`config.mk`:
```
export PLATFORM = sky130hd
export DESIGN_NAME = ext_irq_controller
export DESIGN_NICKNAME = d
export VERILOG_FILES = /design/src/verilog/ext_irq_pkg.sv /design/src/verilog/pin_event_if.sv /design/src/verilog/ext_irq_controller.sv /design/src/verilog/pin_edge_sampler.sv
export SDC_FILE = /design/constraint.sdc
export NUM_CORES = 1
export LEC_CHECK = 0
export ABC_AREA = 1
export CORE_ASPECT_RATIO = 1.1
export CORE_MARGIN = 5
export CORE_UTILIZATION = 35
export CTS_BUF_LIST = sky130_fd_sc_hd__clkbuf_16
export DETAILED_ROUTE_END_ITERATION = 16
export DONT_BUFFER_PORTS = 1
export GPL_ROUTABILITY_DRIVEN = 0
export SLEW_MARGIN = 40
export SYNTH_ARGS = -nofsm -noshare
export SYNTH_HDL_FRONTEND = slang
export SYNTH_SLANG_ARGS = --single-unit
```
`constraint.sdc`:
```
create_clock -name aclk -period 3.55 [get_ports aclk]
set_input_delay 0.5325 -clock aclk [delete_from_list [all_inputs] [get_ports aclk]]
set_output_delay 0.5325 -clock aclk [all_outputs]
set_load 0.1 [all_outputs]
```
`src/verilog/ext_irq_pkg.sv`:
```
package ext_irq_pkg;

  // ****************************************************************
  // register map: index constants, byte address is four times index
  // ****************************************************************
  localparam int REG_ADDR_W = 12;
  localparam logic [REG_ADDR_W-1:0] IDX_PC_MASK_GROUP0 = 12'h027;
  localparam logic [REG_ADDR_W-1:0] IDX_PC_MASK_GROUP1 = 12'h028;
  localparam logic [REG_ADDR_W-1:0] IDX_IRQ_FLAGS = 12'h03B;
  localparam logic [REG_ADDR_W-1:0] IDX_IRQ_ENABLES = 12'h03C;
  localparam logic [REG_ADDR_W-1:0] IDX_PC_MASK_GROUP2 = 12'h040;
  localparam logic [REG_ADDR_W-1:0] IDX_SENSE = 12'h041;
  localparam logic [REG_ADDR_W-1:0] IDX_EVENT_STATUS = 12'h042;
  localparam logic [REG_ADDR_W-1:0] IDX_EVENT_MASK = 12'h043;
  localparam logic [REG_ADDR_W-1:0] ADDR_PC_MASK_GROUP0 = {IDX_PC_MASK_GROUP0[REG_ADDR_W-3:0], 2'h0};
  localparam logic [REG_ADDR_W-1:0] ADDR_PC_MASK_GROUP1 = {IDX_PC_MASK_GROUP1[REG_ADDR_W-3:0], 2'h0};
  localparam logic [REG_ADDR_W-1:0] ADDR_IRQ_FLAGS = {IDX_IRQ_FLAGS[REG_ADDR_W-3:0], 2'h0};
  localparam logic [REG_ADDR_W-1:0] ADDR_IRQ_ENABLES = {IDX_IRQ_ENABLES[REG_ADDR_W-3:0], 2'h0};
  localparam logic [REG_ADDR_W-1:0] ADDR_PC_MASK_GROUP2 = {IDX_PC_MASK_GROUP2[REG_ADDR_W-3:0], 2'h0};
  localparam logic [REG_ADDR_W-1:0] ADDR_SENSE = {IDX_SENSE[REG_ADDR_W-3:0], 2'h0};
  localparam logic [REG_ADDR_W-1:0] ADDR_EVENT_STATUS = {IDX_EVENT_STATUS[REG_ADDR_W-3:0], 2'h0};
  localparam logic [REG_ADDR_W-1:0] ADDR_EVENT_MASK = {IDX_EVENT_MASK[REG_ADDR_W-3:0], 2'h0};

  // ****************************************************************
  // field positions
  // ****************************************************************
  localparam int BIT_EXT_IRQ0 = 6;
  localparam int BIT_GROUP2 = 5;
  localparam int BIT_GROUP1 = 4;
  localparam int BIT_GROUP0 = 3;
  localparam logic [7:0] SOURCE_BITS_MASK = 8'h78;
  localparam logic [7:0] SENSE_BITS_MASK = 8'h03;

  // pin change groups: base pin and width
  localparam int PIN_COUNT = 18;
  localparam int GROUP0_BASE = 0;
  localparam int GROUP0_W = 8;
  localparam int GROUP1_BASE = 8;
  localparam int GROUP1_W = 4;
  localparam int GROUP2_BASE = 12;
  localparam int GROUP2_W = 6;
  localparam int SAMPLED_W = PIN_COUNT + 1;
  localparam int EXT_IRQ0_SLOT = PIN_COUNT;

  // request / acknowledge slots toward the cpu
  localparam int SRC_COUNT = 4;
  localparam int SRC_EXT_IRQ0 = 0;
  localparam int SRC_GROUP0 = 1;
  localparam int SRC_GROUP1 = 2;
  localparam int SRC_GROUP2 = 3;

  // ****************************************************************
  // reset values
  // ****************************************************************
  localparam logic [7:0] RST_PC_MASK_GROUP0 = 8'h00;
  localparam logic [GROUP1_W-1:0] RST_PC_MASK_GROUP1 = 4'h0;
  localparam logic [GROUP2_W-1:0] RST_PC_MASK_GROUP2 = 6'h00;
  localparam logic [7:0] RST_IRQ_FLAGS = 8'h00;
  localparam logic [7:0] RST_IRQ_ENABLES = 8'h00;
  localparam logic [1:0] RST_SENSE = 2'h0;
  localparam logic [7:0] RST_EVENT_STATUS = 8'h00;
  localparam logic [7:0] RST_EVENT_MASK = 8'h00;

  // trigger selection for the dedicated pin
  typedef enum logic [1:0] {
    SENSE_LOW = 2'h0,
    SENSE_CHANGE = 2'h1,
    SENSE_FALL = 2'h2,
    SENSE_RISE = 2'h3
  } sense_type;

  // axi4-lite responses
  localparam logic [1:0] RESP_OKAY = 2'h0;
  localparam logic [1:0] RESP_SLVERR = 2'h2;

endpackage : ext_irq_pkg

```
`src/verilog/pin_event_if.sv`:
```
// sampled pin levels and one-cycle edge strobes
interface pin_event_if #(
  parameter int WIDTH = 19
);
  logic [WIDTH-1:0] level;
  logic [WIDTH-1:0] rise;
  logic [WIDTH-1:0] fall;

  modport source (
    output level,
    output rise,
    output fall
  );

  modport sink (
    input level,
    input rise,
    input fall
  );
endinterface : pin_event_if

```
`src/verilog/ext_irq_controller.sv`:
```
module ext_irq_controller
  import ext_irq_pkg::*;
(
  // clock and reset
  input wire logic aclk,
  input wire logic aresetn,
  // axi4-lite write address
  input wire logic [REG_ADDR_W-1:0] s_axi_awaddr,
  input wire logic [2:0] s_axi_awprot,
  input wire logic s_axi_awvalid,
  output logic s_axi_awready,
  // axi4-lite write data
  input wire logic [31:0] s_axi_wdata,
  input wire logic [3:0] s_axi_wstrb,
  input wire logic s_axi_wvalid,
  output logic s_axi_wready,
  // axi4-lite write response
  output logic [1:0] s_axi_bresp,
  output logic s_axi_bvalid,
  input wire logic s_axi_bready,
  // axi4-lite read address
  input wire logic [REG_ADDR_W-1:0] s_axi_araddr,
  input wire logic [2:0] s_axi_arprot,
  input wire logic s_axi_arvalid,
  output logic s_axi_arready,
  // axi4-lite read data
  output logic [31:0] s_axi_rdata,
  output logic [1:0] s_axi_rresp,
  output logic s_axi_rvalid,
  input wire logic s_axi_rready,
  // external pins
  input wire logic ext_irq0,
  input wire logic [PIN_COUNT-1:0] pin_change_input,
  // cpu interrupt system
  input wire logic global_irq_en,
  input wire logic [SRC_COUNT-1:0] service_ack,
  output logic [SRC_COUNT-1:0] irq_request,
  // summary interrupt
  output logic irq
);

  // ****************************************************************
  // pin sampling
  // ****************************************************************
  pin_event_if #(.WIDTH(SAMPLED_W)) pin_ev ();
  logic [SAMPLED_W-1:0] all_pins;

  // the pin inputs are read whatever the port direction, so driving them as outputs still triggers
  assign all_pins = {ext_irq0, pin_change_input};

  pin_edge_sampler #(
    .WIDTH(SAMPLED_W)
  ) u_sampler (
    .aclk(aclk),
    .aresetn(aresetn),
    .pins(all_pins),
    .events(pin_ev.source)
  );

  // ****************************************************************
  // registers
  // ****************************************************************
  logic [7:0] pc_mask_group0;
  logic [GROUP1_W-1:0] pc_mask_group1;
  logic [GROUP2_W-1:0] pc_mask_group2;
  logic [7:0] irq_enables;
  logic [7:0] irq_flags;
  logic [1:0] sense;
  logic [7:0] event_status;
  logic [7:0] event_mask;
  logic [1:0] level_primed;

  // ****************************************************************
  // axi write channel holders
  // ****************************************************************
  logic aw_full;
  logic w_full;
  logic [REG_ADDR_W-1:0] wr_addr;
  logic [7:0] wr_data;
  logic wr_lane0;
  logic aw_take;
  logic w_take;
  logic do_write;
  logic next_aw_full;
  logic next_w_full;
  logic next_bvalid;
  logic wr_known;

  // address and data may arrive in either order; each is held until both are present
  assign aw_take = s_axi_awvalid & s_axi_awready;
  assign w_take = s_axi_wvalid & s_axi_wready;
  assign do_write = aw_full & w_full & ~s_axi_bvalid;
  assign next_aw_full = do_write ? 1'b0 : (aw_full | aw_take);
  assign next_w_full = do_write ? 1'b0 : (w_full | w_take);
  assign next_bvalid = do_write | (s_axi_bvalid & ~s_axi_bready);

  always_ff @(posedge aclk) begin
    if (!aresetn) begin
      aw_full <= 1'b0;
      w_full <= 1'b0;
      s_axi_awready <= 1'b0;
      s_axi_wready <= 1'b0;
      s_axi_bvalid <= 1'b0;
    end else begin
      aw_full <= next_aw_full;
      w_full <= next_w_full;
      s_axi_awready <= ~next_aw_full & ~next_bvalid;
      s_axi_wready <= ~next_w_full & ~next_bvalid;
      s_axi_bvalid <= next_bvalid;
    end
  end

  // payload capture, no reset needed beyond defined values
  always_ff @(posedge aclk) begin
    if (!aresetn) begin
      wr_addr <= '0;
      wr_data <= 8'h00;
      wr_lane0 <= 1'b0;
      s_axi_bresp <= RESP_OKAY;
    end else begin
      if (aw_take) begin
        wr_addr <= s_axi_awaddr;
      end
      if (w_take) begin
        wr_data <= s_axi_wdata[7:0];
        wr_lane0 <= s_axi_wstrb[0];
      end
      if (do_write) begin
        s_axi_bresp <= wr_known ? RESP_OKAY : RESP_SLVERR;
      end
    end
  end

  // ****************************************************************
  // write decode
  // ****************************************************************
  logic wr_hit_mask0;
  logic wr_hit_mask1;
  logic wr_hit_mask2;
  logic wr_hit_enables;
  logic wr_hit_flags;
  logic wr_hit_sense;
  logic wr_hit_evmask;
  logic wr_hit_status;
  logic wr_go;

  // only byte lane 0 carries data; a write without it changes nothing
  assign wr_go = do_write & wr_lane0;
  assign wr_hit_mask0 = wr_go & (wr_addr == ADDR_PC_MASK_GROUP0);
  assign wr_hit_mask1 = wr_go & (wr_addr == ADDR_PC_MASK_GROUP1);
  assign wr_hit_mask2 = wr_go & (wr_addr == ADDR_PC_MASK_GROUP2);
  assign wr_hit_enables = wr_go & (wr_addr == ADDR_IRQ_ENABLES);
  assign wr_hit_flags = wr_go & (wr_addr == ADDR_IRQ_FLAGS);
  assign wr_hit_sense = wr_go & (wr_addr == ADDR_SENSE);
  assign wr_hit_evmask = wr_go & (wr_addr == ADDR_EVENT_MASK);
  assign wr_hit_status = wr_addr == ADDR_EVENT_STATUS;
  assign wr_known = (wr_addr == ADDR_PC_MASK_GROUP0) | (wr_addr == ADDR_PC_MASK_GROUP1) |
                    (wr_addr == ADDR_PC_MASK_GROUP2) | (wr_addr == ADDR_IRQ_ENABLES) |
                    (wr_addr == ADDR_IRQ_FLAGS) | (wr_addr == ADDR_SENSE) |
                    (wr_addr == ADDR_EVENT_MASK) | wr_hit_status;

  // ****************************************************************
  // trigger detection
  // ****************************************************************
  sense_type sense_mode;
  logic level_mode;
  logic ext0_low;
  logic ext0_edge_hit;
  logic [PIN_COUNT-1:0] pin_changed;
  logic group0_hit;
  logic group1_hit;
  logic group2_hit;

  assign sense_mode = sense_type'(sense);
  assign level_mode = sense_mode == SENSE_LOW;
  // low level needs no edge, only the sampled level; the source must hold it long enough
  assign ext0_low = level_primed[1] & ~pin_ev.level[EXT_IRQ0_SLOT];
  assign ext0_edge_hit = ((sense_mode == SENSE_CHANGE) &
                          (pin_ev.rise[EXT_IRQ0_SLOT] | pin_ev.fall[EXT_IRQ0_SLOT])) |
                         ((sense_mode == SENSE_FALL) & pin_ev.fall[EXT_IRQ0_SLOT]) |
                         ((sense_mode == SENSE_RISE) & pin_ev.rise[EXT_IRQ0_SLOT]);
  assign pin_changed = pin_ev.rise[PIN_COUNT-1:0] | pin_ev.fall[PIN_COUNT-1:0];
  // a pin joins its group only with its own mask bit and the group enable
  assign group0_hit = irq_enables[BIT_GROUP0] &
                      (|(pin_changed[GROUP0_BASE +: GROUP0_W] & pc_mask_group0));
  assign group1_hit = irq_enables[BIT_GROUP1] &
                      (|(pin_changed[GROUP1_BASE +: GROUP1_W] & pc_mask_group1));
  assign group2_hit = irq_enables[BIT_GROUP2] &
                      (|(pin_changed[GROUP2_BASE +: GROUP2_W] & pc_mask_group2));

  // ****************************************************************
  // flag register update
  // ****************************************************************
  logic [7:0] flag_set;
  logic [7:0] flag_ack;
  logic [7:0] flag_w1c;
  logic [7:0] flag_level_clear;
  logic [7:0] next_irq_flags;

  assign flag_set = {1'b0, ext0_edge_hit, group2_hit, group1_hit, group0_hit, 3'h0};
  assign flag_ack = {1'b0, service_ack[SRC_EXT_IRQ0], service_ack[SRC_GROUP2],
                     service_ack[SRC_GROUP1], service_ack[SRC_GROUP0], 3'h0};
  assign flag_w1c = wr_hit_flags ? wr_data : 8'h00;
  assign flag_level_clear = {1'b0, level_mode, 6'h00};
  // a new trigger in the clearing cycle survives: set wins over clear
  assign next_irq_flags = ((irq_flags & ~(flag_ack | flag_w1c | flag_level_clear)) | flag_set) &
                          SOURCE_BITS_MASK;

  // ****************************************************************
  // event status for the summary interrupt
  // ****************************************************************
  logic [7:0] status_set;
  logic status_read_clear;
  logic [7:0] next_event_status;

  // in level mode the low pin keeps re-arming its status bit for as long as it stays low
  assign status_set = {1'b0, ext0_edge_hit | (level_mode & ext0_low), group2_hit, group1_hit, group0_hit, 3'h0};
  assign next_event_status = ((status_read_clear ? 8'h00 : event_status) | status_set) & SOURCE_BITS_MASK;

  // ****************************************************************
  // register storage
  // ****************************************************************
  always_ff @(posedge aclk) begin
    if (!aresetn) begin
      pc_mask_group0 <= RST_PC_MASK_GROUP0;
      pc_mask_group1 <= RST_PC_MASK_GROUP1;
      pc_mask_group2 <= RST_PC_MASK_GROUP2;
      irq_enables <= RST_IRQ_ENABLES;
      sense <= RST_SENSE;
      event_mask <= RST_EVENT_MASK;
      irq_flags <= RST_IRQ_FLAGS;
      event_status <= RST_EVENT_STATUS;
      level_primed <= 2'h0;
    end else begin
      if (wr_hit_mask0) pc_mask_group0 <= wr_data;
      if (wr_hit_mask1) pc_mask_group1 <= wr_data[GROUP1_W-1:0];
      if (wr_hit_mask2) pc_mask_group2 <= wr_data[GROUP2_W-1:0];
      if (wr_hit_enables) irq_enables <= wr_data & SOURCE_BITS_MASK;
      if (wr_hit_sense) sense <= wr_data[1:0];
      if (wr_hit_evmask) event_mask <= wr_data & SOURCE_BITS_MASK;
      irq_flags <= next_irq_flags;
      event_status <= next_event_status;
      level_primed <= {level_primed[0], 1'b1}; // pin settles after two edges
    end
  end

  // ****************************************************************
  // requests toward the cpu
  // ****************************************************************
  logic [SRC_COUNT-1:0] next_irq_request;
  logic ext0_pending;

  // level mode requests straight from the pin since its flag is held clear
  assign ext0_pending = level_mode ? ext0_low : irq_flags[BIT_EXT_IRQ0];
  assign next_irq_request[SRC_EXT_IRQ0] = global_irq_en & irq_enables[BIT_EXT_IRQ0] & ext0_pending;
  assign next_irq_request[SRC_GROUP0] = global_irq_en & irq_enables[BIT_GROUP0] & irq_flags[BIT_GROUP0];
  assign next_irq_request[SRC_GROUP1] = global_irq_en & irq_enables[BIT_GROUP1] & irq_flags[BIT_GROUP1];
  assign next_irq_request[SRC_GROUP2] = global_irq_en & irq_enables[BIT_GROUP2] & irq_flags[BIT_GROUP2];

  // registered so that no decode glitch reaches the cpu
  always_ff @(posedge aclk) begin
    if (!aresetn) begin
      irq_request <= '0;
      irq <= 1'b0;
    end else begin
      irq_request <= next_irq_request;
      irq <= |(next_event_status & event_mask);
    end
  end

  // ****************************************************************
  // axi read channel
  // ****************************************************************
  logic ar_take;
  logic next_rvalid;
  logic [7:0] rd_value;
  logic rd_known;

  assign ar_take = s_axi_arvalid & s_axi_arready;
  assign next_rvalid = ar_take | (s_axi_rvalid & ~s_axi_rready);
  assign status_read_clear = ar_take & (s_axi_araddr == ADDR_EVENT_STATUS);

  // read mux; reserved bits are zero by construction of the stored values
  always_comb begin
    rd_value = 8'h00;
    rd_known = 1'b1;
    if (s_axi_araddr == ADDR_PC_MASK_GROUP0) begin
      rd_value = pc_mask_group0;
    end else if (s_axi_araddr == ADDR_PC_MASK_GROUP1) begin
      rd_value = {4'h0, pc_mask_group1};
    end else if (s_axi_araddr == ADDR_PC_MASK_GROUP2) begin
      rd_value = {2'h0, pc_mask_group2};
    end else if (s_axi_araddr == ADDR_IRQ_ENABLES) begin
      rd_value = irq_enables;
    end else if (s_axi_araddr == ADDR_IRQ_FLAGS) begin
      rd_value = irq_flags & ~flag_level_clear;
    end else if (s_axi_araddr == ADDR_SENSE) begin
      rd_value = {6'h00, sense};
    end else if (s_axi_araddr == ADDR_EVENT_STATUS) begin
      rd_value = event_status;
    end else if (s_axi_araddr == ADDR_EVENT_MASK) begin
      rd_value = event_mask;
    end else begin
      rd_known = 1'b0;
    end
  end

  always_ff @(posedge aclk) begin
    if (!aresetn) begin
      s_axi_arready <= 1'b0;
      s_axi_rvalid <= 1'b0;
      s_axi_rdata <= 32'h00000000;
      s_axi_rresp <= RESP_OKAY;
    end else begin
      s_axi_arready <= ~next_rvalid;
      s_axi_rvalid <= next_rvalid;
      if (ar_take) begin
        s_axi_rdata <= {24'h000000, rd_value};
        s_axi_rresp <= rd_known ? RESP_OKAY : RESP_SLVERR;
      end
    end
  end

endmodule : ext_irq_controller

```
`src/verilog/pin_edge_sampler.sv`:
```
module pin_edge_sampler
  import ext_irq_pkg::*;
#(
  parameter int WIDTH = SAMPLED_W
) (
  // clock and reset
  input wire logic aclk,
  input wire logic aresetn,
  // asynchronous pins
  input wire logic [WIDTH-1:0] pins,
  // sampled results
  pin_event_if.source events
);

  // ****************************************************************
  // elaboration check
  // ****************************************************************
  if (WIDTH < 1) begin : bad_width
    $error("pin_edge_sampler needs at least one pin");
  end

  // ****************************************************************
  // warm-up after reset
  // ****************************************************************
  // edges stay blocked until the sampled and previous stages hold real pin values,
  // otherwise a pin idling high would fake a rise right after reset
  logic [2:0] primed;

  always_ff @(posedge aclk) begin
    if (!aresetn) begin
      primed <= 3'h0;
    end else begin
      primed <= {primed[1:0], 1'b1};
    end
  end

  // ****************************************************************
  // per-pin synchroniser and edge detector
  // ****************************************************************
  for (genvar i = 0; i < WIDTH; i++) begin : g_pin
    logic meta;
    logic sampled;
    logic previous;

    // two stages before any logic looks at the pin
    always_ff @(posedge aclk) begin
      if (!aresetn) begin
        meta <= 1'b0;
        sampled <= 1'b0;
        previous <= 1'b0;
      end else begin
        meta <= pins[i];
        sampled <= meta;
        previous <= sampled;
      end
    end

    // compare the synchronised sample with its registered predecessor
    assign events.level[i] = sampled;
    assign events.rise[i] = primed[2] & sampled & ~previous;
    assign events.fall[i] = primed[2] & ~sampled & previous;
  end

endmodule : pin_edge_sampler

```
==> run_results.csv <==
group,metric,value,unit
synthesis,synth-seq-cells,139,
synthesis,synth_edf_count,0,
clocking,cts_resized,0,
placement,port_buffers,0,
floorplanning,dieArea,19460,um^2
timing,fmax,461.2,MHz
finish,antenna_cells,0,
synthesis,synth_top_family_by_area,"simple AND/OR/NAND/NOR gates",
clocking,clockBufferDepth,2,
synthesis,yosys.area_share.simple,0.2379,
routing,drt_iter0_drc,335,
routing,antenna_left,0,
routing,viasPerCell,4.602,
power,p_leak,3.112,nW
worst_setup_path,cpMostUsedCell,"nand2_1",
timing,tns,0,ns
global_route,grt_pass1_wl,21.12,mm
hold_path,hold_class,"input pin to register",
synthesis,synth.most_common_cell,"nand2_1",
timing,worst_pin_slew,0.6316,ns
floorplanning,initial_core_util,0.3572,
outcome,status,"finished clean",
timing,whs,0.1556,ns
finish,area_growth,13.26,%
clocking,clk_pin_slew,0.06,ns
timing,hold_viol,0,
floorplanning,die_y,145.8,um
power,p_comb_frac,0.077,
floorplanning,fp.coreArea,16430,um^2
clocking,clock-sinks,139,
power,seqPwrFrac,0.421,
synthesis,synthAdderAreaFrac,0,
global_route,grt-ovfl-total,0,
synthesis,synth_top_area_share,0.4741,
synthesis,syn_avg_cell_area,7.535,um^2
routing,wl_per_cell,13.10,um
clocking,post_cts_buffers,0,
synthesis,yosysWarnings,0,
clocking,clk_latency,0.42,ns
power,p_switching,0.9590,mW
finish,layoutNonFillerInstCount,997,
placement,dp_hpwl,9.632,mm
synthesis,synth_seq_area_share,0.4741,
worst_setup_path,required,3.84,ns
routing,drc,0,
routing,wl,13.06,mm
clocking,cts_hold_buf,0,
global_route,grt_max_degree,119,
flow_run,maxCapViolCount,0,
synthesis,synth_mux_area_frac,0,
synthesis,synthXorXnorAreaFrac,0,
synthesis,async_flop_share,0,
synthesis,synth_area_leaders,"dfxtp_1, nand2_1, inv_1",
synthesis,synth_area,5869,um^2
finish,nets,877,
power,internal_power,3.052,mW
worst_setup_path,slowest_delay,0.42,ns
timing,slew_headroom,0.5764,
global_route,grtUsageTotal,0.1377,
floorplanning,rows,49,
synthesis,ys_types,43,
worst_setup_path,crit_fanout,11,
timing,setup_viol,0,
worst_setup_path,timing.critical_path.cells,"buf_4 -> nand2_1 -> inv_1 -> nand4_2 -> nand2_1 -> nand2_1 -> nand2_1 -> nand2_1 -> nor2_1 -> nor2_1",
timing,drv_slew,0,
floorplanning,die_width,133.5,um
power,p_per_area,603.4,nW/um^2
power,p_total,4.011,mW
synthesis,synth-compound-area-share,0.1494,
timing,fin_crit,2.168,ns
clocking,htreeDepth,4,
global_route,grt_antenna_before_repair,2,
global_route,grt_pass1_vias,4199,
floorplanning,ioPinCount,143,
synthesis,synth.largest_area_cell,"dfxtp_1",
placement,dp.cells,965,
worst_setup_path,critPathKind,"register to register",
power,swShare,0.2391,
worst_setup_path,cpLargestDelayFamily,"simple AND/OR/NAND/NOR gates",
clocking,tritoncts,"done",
clocking,cts-buffers-inserted,17,
power,clock_power_share,0.502,
timing,rsz0062_at_grt,"no",
synthesis,synthCells,779,
routing,vias,4588,
worst_setup_path,slowest_stage,"inv_1",
routing,firstDrtPassIters,4,
worst_setup_path,crit_arrival,2.45,ns
finish,drive_above_1_share,0.1211,
finish,fillerInstances,1741,
clocking,root_buffer,"clkbuf_16",
worst_setup_path,critPathLaunchType,"register",
synthesis,synth_common_cells,"nand2_1, dfxtp_1, inv_1, o21ai_0, a21oi_1",
worst_setup_path,cp-end-kind,"register",
synthesis,synth_flop_cell,"dfxtp_1",
worst_setup_path,timing.critical_path.buf_inv,2,
power,peakVddDrop,0.3683,mV
timing,skew,0.007340,ns
timing,fin_crit_sh,0.6108,
registers in the layout (all words and copies together), names as in the netlist, 2 cells and up:
name and flops:
u_sampler.g_pin.meta 19, u_sampler.g_pin.previous 19, u_sampler.g_pin.sampled 19, wr_addr 12
pc_mask_group0 8, s_axi_rdata 8, wr_data 8, pc_mask_group2 6
event_mask 4, event_status 4, irq_enables 4, irq_flags 4
irq_request 4, pc_mask_group1 4, sense 2, u_sampler.primed 2
layout by cell type, fill, tap and decap left out, types with 2 or more instances in the layout:
cell / Yosys / final
nor2_4: 8 / 8
nand2_2: 8 / 8
a21oi_2: 5 / 5
a211oi_1: 3 / 3
a31oi_1: 5 / 5
nor3_1: 12 / 12
dfxtp_1: 139 / 123
dfxtp_2: 0 / 16
nor4_1: 3 / 3
clkinvlp_4: 0 / 3
a21oi_1: 67 / 67
o21ai_1: 5 / 5
nor2_1: 62 / 62
o221ai_1: 2 / 2
nand2_4: 2 / 2
bufinv_16: 0 / 7
nor2_2: 6 / 6
conb_1: 1 / 26
nand4_1: 10 / 10
clkinv_1: 1 / 4
clkbuf_16: 0 / 17
inv_1: 130 / 131
o21ai_0: 68 / 68
nor3_4: 2 / 2
inv_2: 5 / 5
buf_4: 26 / 4
nand3_4: 2 / 2
nand2_1: 149 / 149
nand3_2: 3 / 3
o21ai_2: 2 / 2
nand3_1: 20 / 20
worst reg2reg max path: cells and delay by family (launching register included):
family | cells | cell delay (ns)
and+or+nand+nor | 8 | 1.02
buffers and inverters | 2 | 0.70
DFF | 1 | 0.30
layer usage:
layer | global-route usage | vias to the layer above | part of all wire
met5 | 0 | - | 0.0016
met4 | 0.05093 | 4 | 0.015
met3 | 0.04945 | 18 | 0.076
met2 | 0.2104 | 123 | 0.44
met1 | 0.1790 | 2024 | 0.47
li1 | - | 2419 | -
power by group through the flow:
stage | Clock [mW] | Sequential [mW] | Combinational, mW
after CTS | 2.06 | 1.69 | 0.311
after floorplan | 0 | 1.74 | 0.289
after global routing | 2.13 | 1.69 | 0.339
after global placement | 0 | 1.72 | 0.308
final | 2.01 | 1.69 | 0.309
after detailed placement | 0 | 1.72 | 0.311
stage by stage:
step / instance area (um^2) / setup slack (ns) / util
6_report: 6648 / 1.382 / 0.4046
5_1_grt: 6648 / 1.174 / 0.4046
4_1_cts: 6648 / 1.367 / 0.4046
3_5_place_dp: 5969 / 1.380 / 0.3633
3_3_place_gp: 5949 / 1.388 / 0.3621
2_1_floorplan: 5963 / 1.467 / -
area by class of cell:
cell class / count / area (um^2) / share of cell area
well taps: 204 / 255.2 / 0.03840
repair buffers: 4 / 30.03 / 0.004517
clock buffers: 17 / 425.4 / 0.06399
flip-flops and latches: 139 / 2803 / 0.4216
multi-input cells: 482 / 2371 / 0.3567
clock inverters: 15 / 252.7 / 0.03802
inverters: 136 / 510.5 / 0.07679
cell families (layout without fill, tap and decap cells):
family,Yosys count,after routing
buf+inv,183,172
compound gates,163,163
other cells,1,26
flops,139,139
simple gates,293,293
path summary, 6_finish.rpt:
kind | slack [ns] | end | depth (start not counted) | from
setup / recovery | 1.38 | irq$_SDFF_PN0_ | 10 | s_axi_arready$_SDFF_PN0_
hold / removal | 0.16 | level_primed[0]$_DFF_P_ | 0 | aresetn
setup reg to reg | 1.38 | irq$_SDFF_PN0_ | 10 | s_axi_arready$_SDFF_PN0_
hold reg to reg | 0.41 | u_sampler.g_pin[9].sampled$_SDFF_PN0_ | 2 | u_sampler.g_pin[9].meta$_SDFF_PN0_
(Power assumes the default switching activity.)
